===== src/hdl/clg_pkg.sv =====
package clg_pkg;

  // ---------------------------------------------------------------
  // timing
  // ---------------------------------------------------------------
  localparam int unsigned CLK_NS   = 50;          // 20 MHz system clock
  localparam int unsigned TICK_NS  = 100_000_000; // 100 ms time base
  localparam int unsigned TICK_CYC = TICK_NS / CLK_NS;

  // ---------------------------------------------------------------
  // sizes
  // ---------------------------------------------------------------
  localparam int unsigned NGATE = 4;
  localparam int unsigned NIN   = 4;

  // ---------------------------------------------------------------
  // register map (byte addresses)
  // ---------------------------------------------------------------
  localparam logic [11:0] ADDR_CTRL   = 12'h000;
  localparam logic [11:0] ADDR_STAT   = 12'h004;
  localparam logic [11:0] ADDR_GATE0  = 12'h010;
  localparam logic [11:0] ADDR_GEND   = 12'h050;
  localparam logic [1:0]  REG_CFG     = 2'h0;
  localparam logic [1:0]  REG_SRC     = 2'h1;
  localparam logic [1:0]  REG_TIME    = 2'h2;
  localparam logic [1:0]  REG_VAL     = 2'h3;
  localparam logic [2:0]  CNT_RST     = 3'h0;
  localparam logic [2:0]  CNT_MAX     = 3'h4;
  localparam logic [31:0] REG_RST     = 32'h0000_0000;

  // ---------------------------------------------------------------
  // field positions
  // ---------------------------------------------------------------
  localparam int unsigned B_OP   = 0;
  localparam int unsigned B_NIN  = 2;
  localparam int unsigned B_INV  = 4;
  localparam int unsigned B_FMT  = 8;
  localparam int unsigned B_OINV = 10;
  localparam int unsigned B_TRG  = 11;
  localparam int unsigned B_CMD0 = 13;
  localparam int unsigned B_CMD1 = 14;
  localparam int unsigned B_ON   = 0;
  localparam int unsigned B_OFF  = 8;
  localparam int unsigned B_CYC  = 16;
  localparam int unsigned B_VAL0 = 0;
  localparam int unsigned B_VAL1 = 8;

  // ---------------------------------------------------------------
  // input source codes
  // ---------------------------------------------------------------
  localparam logic [3:0] SRC_EXT   = 4'h0;
  localparam logic [3:0] SRC_LIM0  = 4'h1;
  localparam logic [3:0] SRC_DEW   = 4'h5;
  localparam logic [3:0] SRC_GATE0 = 4'h8;

  // ---------------------------------------------------------------
  // types
  // ---------------------------------------------------------------
  typedef enum logic [1:0] {
    OP_AND   = 2'b00,
    OP_OR    = 2'b01,
    OP_XOR   = 2'b10,
    OP_ANDFB = 2'b11
  } clg_op_e;

  typedef enum logic [1:0] {
    TRG_EVENT  = 2'b00,
    TRG_CHANGE = 2'b01,
    TRG_CYCLIC = 2'b10,
    TRG_RSVD   = 2'b11
  } clg_trg_e;

  typedef enum logic [1:0] {
    FMT_BIT  = 2'b00,
    FMT_BYTE = 2'b01,
    FMT_BOTH = 2'b10,
    FMT_RSVD = 2'b11
  } clg_fmt_e;

  typedef struct packed {
    clg_op_e     op;
    logic [1:0]  nin_m1;
    logic [3:0]  inv;
    clg_trg_e    trg;
    logic [7:0]  on_dly;
    logic [7:0]  off_dly;
    logic [15:0] cyc;
  } clg_cfg_s;

  typedef struct packed {
    logic       valid;
    logic [1:0] gate;
    logic [1:0] input_no;
    logic       value;
  } clg_rx_s;

  typedef struct packed {
    logic [1:0] gate;
    logic       obj;
    logic       is_byte;
    logic [7:0] data;
  } clg_tx_s;

endpackage : clg_pkg


===== src/hdl/clg_gate.sv =====
`timescale 1ns/100ps
module clg_gate (
  // clock and reset
  input  wire logic             clk,
  input  wire logic             nrst,
  // control
  input  wire logic             tick,
  input  wire logic             en,
  input  wire clg_pkg::clg_cfg_s cfg,
  // input events and values
  input  wire logic [3:0]       ev,
  input  wire logic [3:0]       val,
  // state and send request
  output logic                  res,
  output logic [3:0]            ins,
  output logic                  send
);

  logic [3:0]  in_ff;
  logic        res_ff;
  logic        pend_ff;
  logic [7:0]  tmr_ff;
  logic [15:0] cyc_ff;
  logic [3:0]  nin;
  logic        any_ev;
  logic        any_one;
  logic        r_ev;
  logic [7:0]  dly;
  logic        load;
  logic        expire;
  logic        commit;
  logic        cyc_hit;

  // logic operation over the used inputs
  function automatic logic f_eval(input logic [3:0] v,
                                  input clg_pkg::clg_cfg_s c);
    logic [3:0] e;
    logic [3:0] m;
    logic       r;
    e = v ^ c.inv;
    m = 4'hf >> (2'h3 - c.nin_m1);
    unique case (c.op)
      clg_pkg::OP_AND:   r = &(e | ~m);
      clg_pkg::OP_OR:    r = |(e & m);
      clg_pkg::OP_XOR:   r = ^(e & m);
      clg_pkg::OP_ANDFB: r = &(e | ~m);
    endcase
    return r;
  endfunction : f_eval

  // new inputs, result and delay decisions
  always_comb
  begin
    nin     = (in_ff & ~ev) | (val & ev);
    any_ev  = en & (|ev);
    any_one = |(ev & val);
    r_ev    = f_eval(nin, cfg);
    dly     = r_ev ? cfg.on_dly : cfg.off_dly;
    load    = any_ev & (~pend_ff | ~r_ev | any_one);
    expire  = en & tick & pend_ff & (tmr_ff == 8'h01);
    commit  = (load & (dly == 8'h00)) | (expire & ~load);
    cyc_hit = en & tick & (cfg.cyc != 16'h0000)
              & (cyc_ff == cfg.cyc - 16'h0001);
  end

  // input store, input 1 follows the output in feedback mode
  always_ff @(posedge clk or negedge nrst)
  begin
    if (!nrst)
      in_ff <= 4'h0;
    else if (en)
    begin
      in_ff <= nin;
      if (commit && cfg.op == clg_pkg::OP_ANDFB)
        in_ff[0] <= r_ev;
    end
  end

  // committed result
  always_ff @(posedge clk or negedge nrst)
  begin
    if (!nrst)
      res_ff <= 1'b0;
    else if (commit)
      res_ff <= r_ev;
  end

  // retriggerable on/off delay
  always_ff @(posedge clk or negedge nrst)
  begin
    if (!nrst)
    begin
      pend_ff <= 1'b0;
      tmr_ff  <= 8'h00;
    end
    else if (!en || (load && dly == 8'h00) || (expire && !load))
    begin
      pend_ff <= 1'b0;
      tmr_ff  <= 8'h00;
    end
    else if (load)
    begin
      pend_ff <= 1'b1;
      tmr_ff  <= dly;
    end
    else if (tick && pend_ff)
      tmr_ff <= tmr_ff - 8'h01;
  end

  // cyclic repeat counter in time-base ticks
  always_ff @(posedge clk or negedge nrst)
  begin
    if (!nrst)
      cyc_ff <= 16'h0000;
    else if (!en || cfg.cyc == 16'h0000)
      cyc_ff <= 16'h0000;
    else if (tick)
      cyc_ff <= cyc_hit ? 16'h0000 : cyc_ff + 16'h0001;
  end

  // send request: event, change or cyclic
  always_comb
  begin
    send = cyc_hit;
    if (commit && cfg.trg == clg_pkg::TRG_EVENT)
      send = 1'b1;
    if (commit && cfg.trg == clg_pkg::TRG_CHANGE && r_ev != res_ff)
      send = 1'b1;
  end

  assign res = res_ff;
  assign ins = in_ff;
endmodule : clg_gate


===== src/hdl/clg_top.sv =====
`timescale 1ns/100ps
// Notes on behaviour
// - four gates, each with one to four inputs
// - gates in use configurable, at most four
// - operation: AND, OR, XOR, AND with feedback
// - each input normal or inverted before operation
// - output object 1-bit or 1-byte, bit invertible
// - output count and format chosen per gate
// - input from external object or internal bit
// - send on input event, output change, cyclic
// - evaluate only when an input telegram arrives; an internal bit change also triggers evaluation
// - feedback mode: output drives input 1
// - feedback loops allowed, disturb nothing else
// - delays retrigger on 1 input or 0 output
// - evaluate and send only after delay expires
// - optional cyclic retransmission at set interval
// - configurable command or byte per logic level
module clg_top #(
  parameter int unsigned TICK_CYC = clg_pkg::TICK_CYC
) (
  // clock and reset
  input  wire logic              CLK,
  input  wire logic              NRST,
  // apb slave
  input  wire logic              PSEL,
  input  wire logic              PENABLE,
  input  wire logic              PWRITE,
  input  wire logic [11:0]       PADDR,
  input  wire logic [31:0]       PWDATA,
  output logic      [31:0]       PRDATA,
  output logic                   PREADY,
  output logic                   PSLVERR,
  // received input telegrams and internal sources
  input  wire clg_pkg::clg_rx_s  RX_MSG,
  input  wire logic [3:0]        LIMIT,
  input  wire logic              DEW_ALARM,
  // output telegrams
  output logic                   TX_VALID,
  input  wire logic              TX_READY,
  output clg_pkg::clg_tx_s       TX_MSG
);

  if (TICK_CYC < 1 || TICK_CYC > 32'h7fff_ffff)
    $error("TICK_CYC out of range");

  logic [31:0]       reg_ff [4][4];
  logic [2:0]        cnt_ff;
  logic [31:0]       rd_ff;
  logic [31:0]       tick_ff;
  logic              tick;
  logic [8:0]        int_v;
  logic [8:0]        int_prev_ff;
  logic [3:0]        res;
  logic [3:0]        lvl;
  logic [3:0]        en;
  logic [3:0]        send;
  logic [15:0]       ins;
  logic [7:0]        pend_ff;
  logic [7:0]        pend_set;
  logic              tx_vld_ff;
  clg_pkg::clg_tx_s  tx_ff;
  clg_pkg::clg_cfg_s cfg [4];
  logic [11:0]       goff;
  logic              g_hit;
  logic              hit;
  logic [1:0]        gi;
  logic [1:0]        ri;
  logic              wr;
  logic              load;
  logic [2:0]        pick;
  logic [31:0]       wd;
  logic [1:0]        cmd;

  // ---------------------------------------------------------------
  // apb decode
  // ---------------------------------------------------------------
  // gate block is four words per gate from the gate base
  always_comb
  begin
    goff  = PADDR - clg_pkg::ADDR_GATE0;
    g_hit = PADDR >= clg_pkg::ADDR_GATE0 && PADDR < clg_pkg::ADDR_GEND
            && PADDR[1:0] == 2'b00;
    hit   = g_hit || PADDR == clg_pkg::ADDR_CTRL
            || PADDR == clg_pkg::ADDR_STAT;
    gi    = goff[5:4];
    ri    = goff[3:2];
    wr    = PSEL && PENABLE && PWRITE;
  end

  // zero wait state, error on unmapped address
  assign PREADY  = 1'b1;
  assign PSLVERR = PSEL && PENABLE && !hit;
  assign PRDATA  = rd_ff;

  // number of gates in use, clipped to four
  always_ff @(posedge CLK or negedge NRST)
  begin
    if (!NRST)
      cnt_ff <= clg_pkg::CNT_RST;
    else if (wr && PADDR == clg_pkg::ADDR_CTRL)
      cnt_ff <= (PWDATA[2:0] > clg_pkg::CNT_MAX) ? clg_pkg::CNT_MAX
                                                 : PWDATA[2:0];
  end

  // per gate configuration words
  always_ff @(posedge CLK or negedge NRST)
  begin
    if (!NRST)
    begin
      for (int g = 0; g < 4; g++)
        for (int r = 0; r < 4; r++)
          reg_ff[g][r] <= clg_pkg::REG_RST;
    end
    else if (wr && g_hit)
      reg_ff[gi][ri] <= PWDATA;
  end

  // read data captured in the setup phase
  always_ff @(posedge CLK or negedge NRST)
  begin
    if (!NRST)
      rd_ff <= 32'h0000_0000;
    else if (PSEL && !PENABLE)
    begin
      if (g_hit)
        rd_ff <= reg_ff[gi][ri];
      else if (PADDR == clg_pkg::ADDR_CTRL)
        rd_ff <= {29'h0, cnt_ff};
      else if (PADDR == clg_pkg::ADDR_STAT)
        rd_ff <= {4'h0, pend_ff, ins, res};
      else
        rd_ff <= 32'h0000_0000;
    end
  end

  // ---------------------------------------------------------------
  // time base
  // ---------------------------------------------------------------
  // one-cycle enable every time-base period
  always_ff @(posedge CLK or negedge NRST)
  begin
    if (!NRST)
      tick_ff <= 32'h0000_0000;
    else if (tick)
      tick_ff <= 32'h0000_0000;
    else
      tick_ff <= tick_ff + 32'h0000_0001;
  end

  assign tick = (tick_ff == TICK_CYC - 1);

  // ---------------------------------------------------------------
  // internal sources
  // ---------------------------------------------------------------
  // registered copy holds the previous values for internal bit change detection
  assign int_v = {lvl, DEW_ALARM, LIMIT};

  always_ff @(posedge CLK or negedge NRST)
  begin
    if (!NRST)
      int_prev_ff <= 9'h000;
    else
      int_prev_ff <= int_v;
  end

  // value of an internal source by its code
  function automatic logic f_src(input logic [3:0] c,
                                 input logic [8:0] v);
    logic b;
    b = 1'b0;
    if (c >= clg_pkg::SRC_LIM0 && c <= clg_pkg::SRC_DEW)
      b = v[c - clg_pkg::SRC_LIM0];
    else if (c >= clg_pkg::SRC_GATE0)
      b = (c < clg_pkg::SRC_GATE0 + 4'h4) ? v[c - 4'h3] : 1'b0;
    return b;
  endfunction : f_src

  // ---------------------------------------------------------------
  // gates
  // ---------------------------------------------------------------
  for (genvar g = 0; g < 4; g++)
  begin : gen_gate
    logic [3:0] ev;
    logic [3:0] val;
    logic [1:0] fmt;

    assign en[g]   = 3'(g) < cnt_ff;
    assign fmt     = reg_ff[g][clg_pkg::REG_CFG][clg_pkg::B_FMT +: 2];
    assign lvl[g]  = res[g] ^ reg_ff[g][clg_pkg::REG_CFG][clg_pkg::B_OINV];
    assign cfg[g]  = '{
      op:      clg_pkg::clg_op_e'(
               reg_ff[g][clg_pkg::REG_CFG][clg_pkg::B_OP +: 2]),
      nin_m1:  reg_ff[g][clg_pkg::REG_CFG][clg_pkg::B_NIN +: 2],
      inv:     reg_ff[g][clg_pkg::REG_CFG][clg_pkg::B_INV +: 4],
      trg:     clg_pkg::clg_trg_e'(
               reg_ff[g][clg_pkg::REG_CFG][clg_pkg::B_TRG +: 2]),
      on_dly:  reg_ff[g][clg_pkg::REG_TIME][clg_pkg::B_ON +: 8],
      off_dly: reg_ff[g][clg_pkg::REG_TIME][clg_pkg::B_OFF +: 8],
      cyc:     reg_ff[g][clg_pkg::REG_TIME][clg_pkg::B_CYC +: 16]};

    // route external telegram or internal bit change to each input
    for (genvar i = 0; i < 4; i++)
    begin : gen_in
      logic [3:0] sc;
      assign sc = reg_ff[g][clg_pkg::REG_SRC][4*i +: 4];
      assign ev[i] = (sc == clg_pkg::SRC_EXT)
        ? (RX_MSG.valid && RX_MSG.gate == 2'(g)
           && RX_MSG.input_no == 2'(i))
        : (f_src(sc, int_v) != f_src(sc, int_prev_ff));
      assign val[i] = (sc == clg_pkg::SRC_EXT) ? RX_MSG.value
                                               : f_src(sc, int_v);
    end

    // second object only in the bit-plus-byte format
    assign pend_set[2*g]   = send[g];
    assign pend_set[2*g+1] = send[g] && fmt == clg_pkg::FMT_BOTH;

    clg_gate u_gate (
      .clk  (CLK),
      .nrst (NRST),
      .tick (tick),
      .en   (en[g]),
      .cfg  (cfg[g]),
      .ev   (ev),
      .val  (val),
      .res  (res[g]),
      .ins  (ins[4*g +: 4]),
      .send (send[g])
    );
  end

  // ---------------------------------------------------------------
  // output telegrams
  // ---------------------------------------------------------------
  // lowest pending object goes out first
  always_comb
  begin
    pick = 3'h0;
    for (int p = 7; p >= 0; p--)
      if (pend_ff[p])
        pick = 3'(p);
    load = (|pend_ff) && (!tx_vld_ff || TX_READY);
    wd   = f_word(pick);
    cmd  = f_cmd(pick);
  end

  // pending objects; a new request wins over the clear
  always_ff @(posedge CLK or negedge NRST)
  begin
    if (!NRST)
      pend_ff <= 8'h00;
    else
      pend_ff <= (pend_ff & ~(load ? (8'h01 << pick) : 8'h00))
                 | pend_set;
  end

  // valid held until the bus takes the telegram
  always_ff @(posedge CLK or negedge NRST)
  begin
    if (!NRST)
      tx_vld_ff <= 1'b0;
    else if (load)
      tx_vld_ff <= 1'b1;
    else if (TX_READY)
      tx_vld_ff <= 1'b0;
  end

  // object contents by format and logic level
  always_ff @(posedge CLK or negedge NRST)
  begin
    if (!NRST)
      tx_ff <= '0;
    else if (load)
    begin
      tx_ff.gate    <= pick[2:1];
      tx_ff.obj     <= pick[0];
      tx_ff.is_byte <= f_byte(pick);
      tx_ff.data    <= f_byte(pick)
        ? (res[pick[2:1]] ? wd[clg_pkg::B_VAL1 +: 8]
                          : wd[clg_pkg::B_VAL0 +: 8])
        : {7'h00, lvl[pick[2:1]] ? cmd[1] : cmd[0]};
    end
  end

  // whether an object is the byte object of its gate
  function automatic logic f_byte(input logic [2:0] p);
    logic [1:0] f;
    f = reg_ff[p[2:1]][clg_pkg::REG_CFG][clg_pkg::B_FMT +: 2];
    return f == clg_pkg::FMT_BYTE || (f == clg_pkg::FMT_BOTH && p[0]);
  endfunction : f_byte

  // byte values word of a gate
  function automatic logic [31:0] f_word(input logic [2:0] p);
    return reg_ff[p[2:1]][clg_pkg::REG_VAL];
  endfunction : f_word

  // switching commands {for 1, for 0} of a gate
  function automatic logic [1:0] f_cmd(input logic [2:0] p);
    return {reg_ff[p[2:1]][clg_pkg::REG_CFG][clg_pkg::B_CMD1],
            reg_ff[p[2:1]][clg_pkg::REG_CFG][clg_pkg::B_CMD0]};
  endfunction : f_cmd

  assign TX_VALID = tx_vld_ff;
  assign TX_MSG   = tx_ff;
endmodule : clg_top


===== config.mk =====
export PLATFORM = sky130hd
export DESIGN_NAME = clg_top
export DESIGN_NICKNAME = d
export VERILOG_FILES = /design/src/hdl/clg_pkg.sv /design/src/hdl/clg_gate.sv /design/src/hdl/clg_top.sv
export SDC_FILE = /design/constraint.sdc
export NUM_CORES = 2
export LEC_CHECK = 0
export BUFFER_PORTS_ARGS = -buffer_cell sky130_fd_sc_hd__buf_2
export CAP_MARGIN = 10
export CORE_MARGIN = 2
export CORE_UTILIZATION = 58
export CTS_CLUSTER_SIZE = 16
export DETAILED_ROUTE_END_ITERATION = 16
export GPL_TIMING_DRIVEN = 0
export PLACE_DENSITY = 0.78
export SETUP_SLACK_MARGIN = 0.3
export SYNTH_ARGS = -nofsm -noshare
export SYNTH_HDL_FRONTEND = slang
export SYNTH_SLANG_ARGS = --single-unit

===== constraint.sdc =====
create_clock -name CLK -period 4.91 [get_ports CLK]
set_input_delay 0.491 -clock CLK [delete_from_list [all_inputs] [get_ports CLK]]
set_output_delay 0.491 -clock CLK [all_outputs]
set_load 0.01 [all_outputs]

==> run metrics <==
run status finished, violations left; failing checks negative setup slack; Max Clk Rate 0.187 GHz; portion of the post-synthesis area used by sequential elements 0.392; die area ~0.083 sq mm; non-filler instance count after layout 5767; Yosys top cell area share 0.392; global-route wire length before repair between 200000 and 300000 um; Finish-stage setup viols 35; clock network latency to the later pin of the worst-skew pair 0.67 ns; vias in the first global route 39800; via-per-instance ratio 7.08; post-synth net total about 4400; layout cells sized above 1 0.336; unrepaired setup endpoints after global routing yes; final period utilization 1.09; # DRC 0; total core area a little under 0.08 sq mm; 1st-iter DRT viols 5776; IO Pins ~110; worst supply voltage drop on vdd 0.282 mV; commonest register cell after synthesis dfrtp_1; most common cell after layout, fill and taps aside dfrtp_1; combined area of all synthesized cells 0.0465 sq mm; Yosys cell types 101; highest-count cells in the layout ignoring fill and taps dfrtp_1 (704), mux2_2 (491), nand2_1 (344), mux4_2 (262), o21ai_0 (245); count of buffers inserted at the top-level ports 104; overall via count from detail_route between 40000 and 50000; static power due to leakage 24.5 nW; CTS Root Buffer Type clkbuf_16; max-cap check violation count 0; Post-Synthesis Cells ~4300; Chip Width 287 um; Final Hold Viols 0; Worst Tran Pin Value about 1.4 ns; number of synthesis warnings 0; maximum number of pins on one net before global-route repair 115; cts bufs inserted 80; net total in the final layout about 4800; standard-cell rows 103; remaining global-route overflow 0; max-slew violations 0; initial cell density of the core 0.587; HPWL reported at the end of detailed placement 123000 um; post-route setup slack -0.434 ns; TritonCTS sink count 729; crit-path max FO 4; total global routing track utilization 0.421; cells taking the most area after synthesis dfrtp_1 (39%), mux4_2 (13%), mux2_2 (12%); clk buf depth 3; Final Skew slightly above 0.05 ns; CTS tree yes; die extent in y 287 um; initial antenna violation count 22; share of synthesized registers carrying an async set or reset 1.00; WS Path Type register to register; EDFF count, synth 0; Routed Antenna Nets 0; arrival time at the worst endpoint 5.84 ns; Slew HR 0.0476; average footprint of a synthesized cell 10.8 sq um; total detailed-routing wirelength 175000 um; global placer's final weighted congestion 1.07; Syn-to-layout area delta 18.3%; kind of start point of the critical path register; routed length per instance 30.3 um; Pwr per Cell Area 268 mW/mm^2; summed negative setup slack over all endpoints -9.62 ns; total placed cells including tap cells around 5500; Min-Delay Path Class primary input to register; Clk pin slew, worst setup/hold paths approximately 0.060 ns; Crit. End Element register; number of levels in the clock H-tree 3; synthesized flop and latch total 729; cell taking the most area after synthesis dfrtp_1; clock period minus worst slack 5.34 ns; number of detailed-route iterations in the first pass 8; Data required, critical path 5.41 ns
[registers in the layout, indices dropped and copies added (netlist names)]
| name | cells |
|---|---|
| gen_gate.u_gate.pend_ff | 4 |
| TX_VALID | 1 |
| tick_ff | 32 |
| TX_MSG | 12 |
| cnt_ff | 3 |
| gen_gate.gen_in.sc | 64 |
| cfg | 168 |
| pend_ff | 8 |
| PRDATA | 32 |
| gen_gate.u_gate.tmr_ff | 32 |
| reg_ff | 272 |
| gen_gate.u_gate.cyc_ff | 64 |
| int_prev_ff | 9 |
| gen_gate.u_gate.ins | 16 |
| gen_gate.fmt | 8 |
| gen_gate.u_gate.res | 4 |
[report_power, final]
part	internal, mW	switching [mW]	leakage [nW]
Sequential	6.06	0.101	9.80
Combinational	0.722	1.23	13.3
Clock	3.93	2.73	1.41
Total	10.7	4.07	24.5
[final timing paths]
kind / start / to / slack [ns] / cells past startpoint
max: gen_gate[0].u_gate.res / gen_gate[0].u_gate.ins[0] / -0.43 / 23
min: LIMIT[0] / int_prev_ff[0] / 0.02 / 1
max reg2reg: gen_gate[0].u_gate.res / gen_gate[0].u_gate.ins[0] / -0.43 / 23
min reg2reg: TX_MSG[10] / TX_MSG[10] / 0.48 / 2
max in group asynchronous: NRST / gen_gate[2].u_gate.res / 2.26 / 6
min in group asynchronous: NRST / tick_ff[13] / 0.44 / 2
[final cells by class]
| class | instances | area, sq um |
|---|---|---|
| fillers | 5590 | 24200 |
| clock inverters | 28 | 473 |
| diodes | 18 | 45.0 |
| clock buffers | 119 | 2430 |
| repair buffers | 255 | 2000 |
| multi-input cells | 3104 | 28200 |
| flip-flops and latches | 729 | 18300 |
| inverters | 156 | 633 |
| plain buffers | 308 | 1670 |
| well taps | 1050 | 1310 |
[routing by layer]
metal	global-route usage	up-vias	part of all wire
met3	0.166	919	0.14
met5	0.0145	-	0.0020
li1	-	16600	-
met1	0.526	20100	0.35
met4	0.290	16	0.086
met2	0.597	3125	0.42
[per-stage QoR]
| step | worst slack, ns | area, sq um | util | power [mW] | hold WS [ns] |
|---|---|---|---|---|---|
| after global routing | -0.571 | 55000 | 0.694 | 15.0 | 0.0229 |
| after CTS | -0.323 | 54200 | 0.684 | 14.5 | 0.0133 |
| after global placement | -13.64 | 48700 | 0.614 | 7.69 | 0.457 |
| after detailed placement | -2.11 | 49000 | 0.618 | 7.73 | 0.467 |
| final | -0.434 | 55100 | 0.695 | 14.8 | 0.0178 |
| after floorplan | 0.140 | 46900 | - | 7.03 | 0.195 |
[synth_stat cells, types with 68 or more instances]
cell      number
o21ai_0      255
inv_1        153
mux2_2       493
a21oi_1      105
mux4_2       262
mux2i_1       92
nor2_1       246
ha_1          91
xor2_1        94
nand2_1      351
nand3_1      105
clkbuf_1     236
nor3_1        71
and3_1        68
dfrtp_1      729
xnor2_1      113
[critical path, stage by stage (launching register included)]
cell and delay, ns:
dfrtp_4 0.52, xnor2_4 0.32, inv_4 0.09, mux4_2 0.47
and4b_1 0.21, or4_4 0.54, buf_8 0.15, maj3_2 0.31
o21ai_4 0.16, xnor2_2 0.14, buf_4 0.13, buf_4 0.09
buf_6 0.09, buf_6 0.09, buf_4 0.09, buf_4 0.09
buf_4 0.09, buf_4 0.09, buf_4 0.09, nor2_1 0.03
or4b_4 0.57, mux2_4 0.36, o211ai_1 0.23, o221ai_1 0.20
[kinds of logic after synthesis]
logic type | count (synthesis) | share of synthesized area
xor gates and xnor gates | 210 | 0.0400
adders and majority gates | 96 | 0.0256
other | 1 | 0.0000806
buffers and inverters | 464 | 0.0391
muxes | 854 | 0.268
DFF | 729 | 0.392
AOI/OAI and AO/OA | 766 | 0.110
and+or+nand+nor | 1176 | 0.126
[what timing repair did]
item / 4_1_cts / 5_1_grt
cloned: 3 / 0
buffers inserted: 99 / 33
endpoints found under the setup margin: 597 / 437
pin swaps: 96 / 57
endpoints found under the hold margin: 76 / 0
resized for setup: 366 / 154
hold buffers: 1 / 0
(Power assumes the default switching activity.)
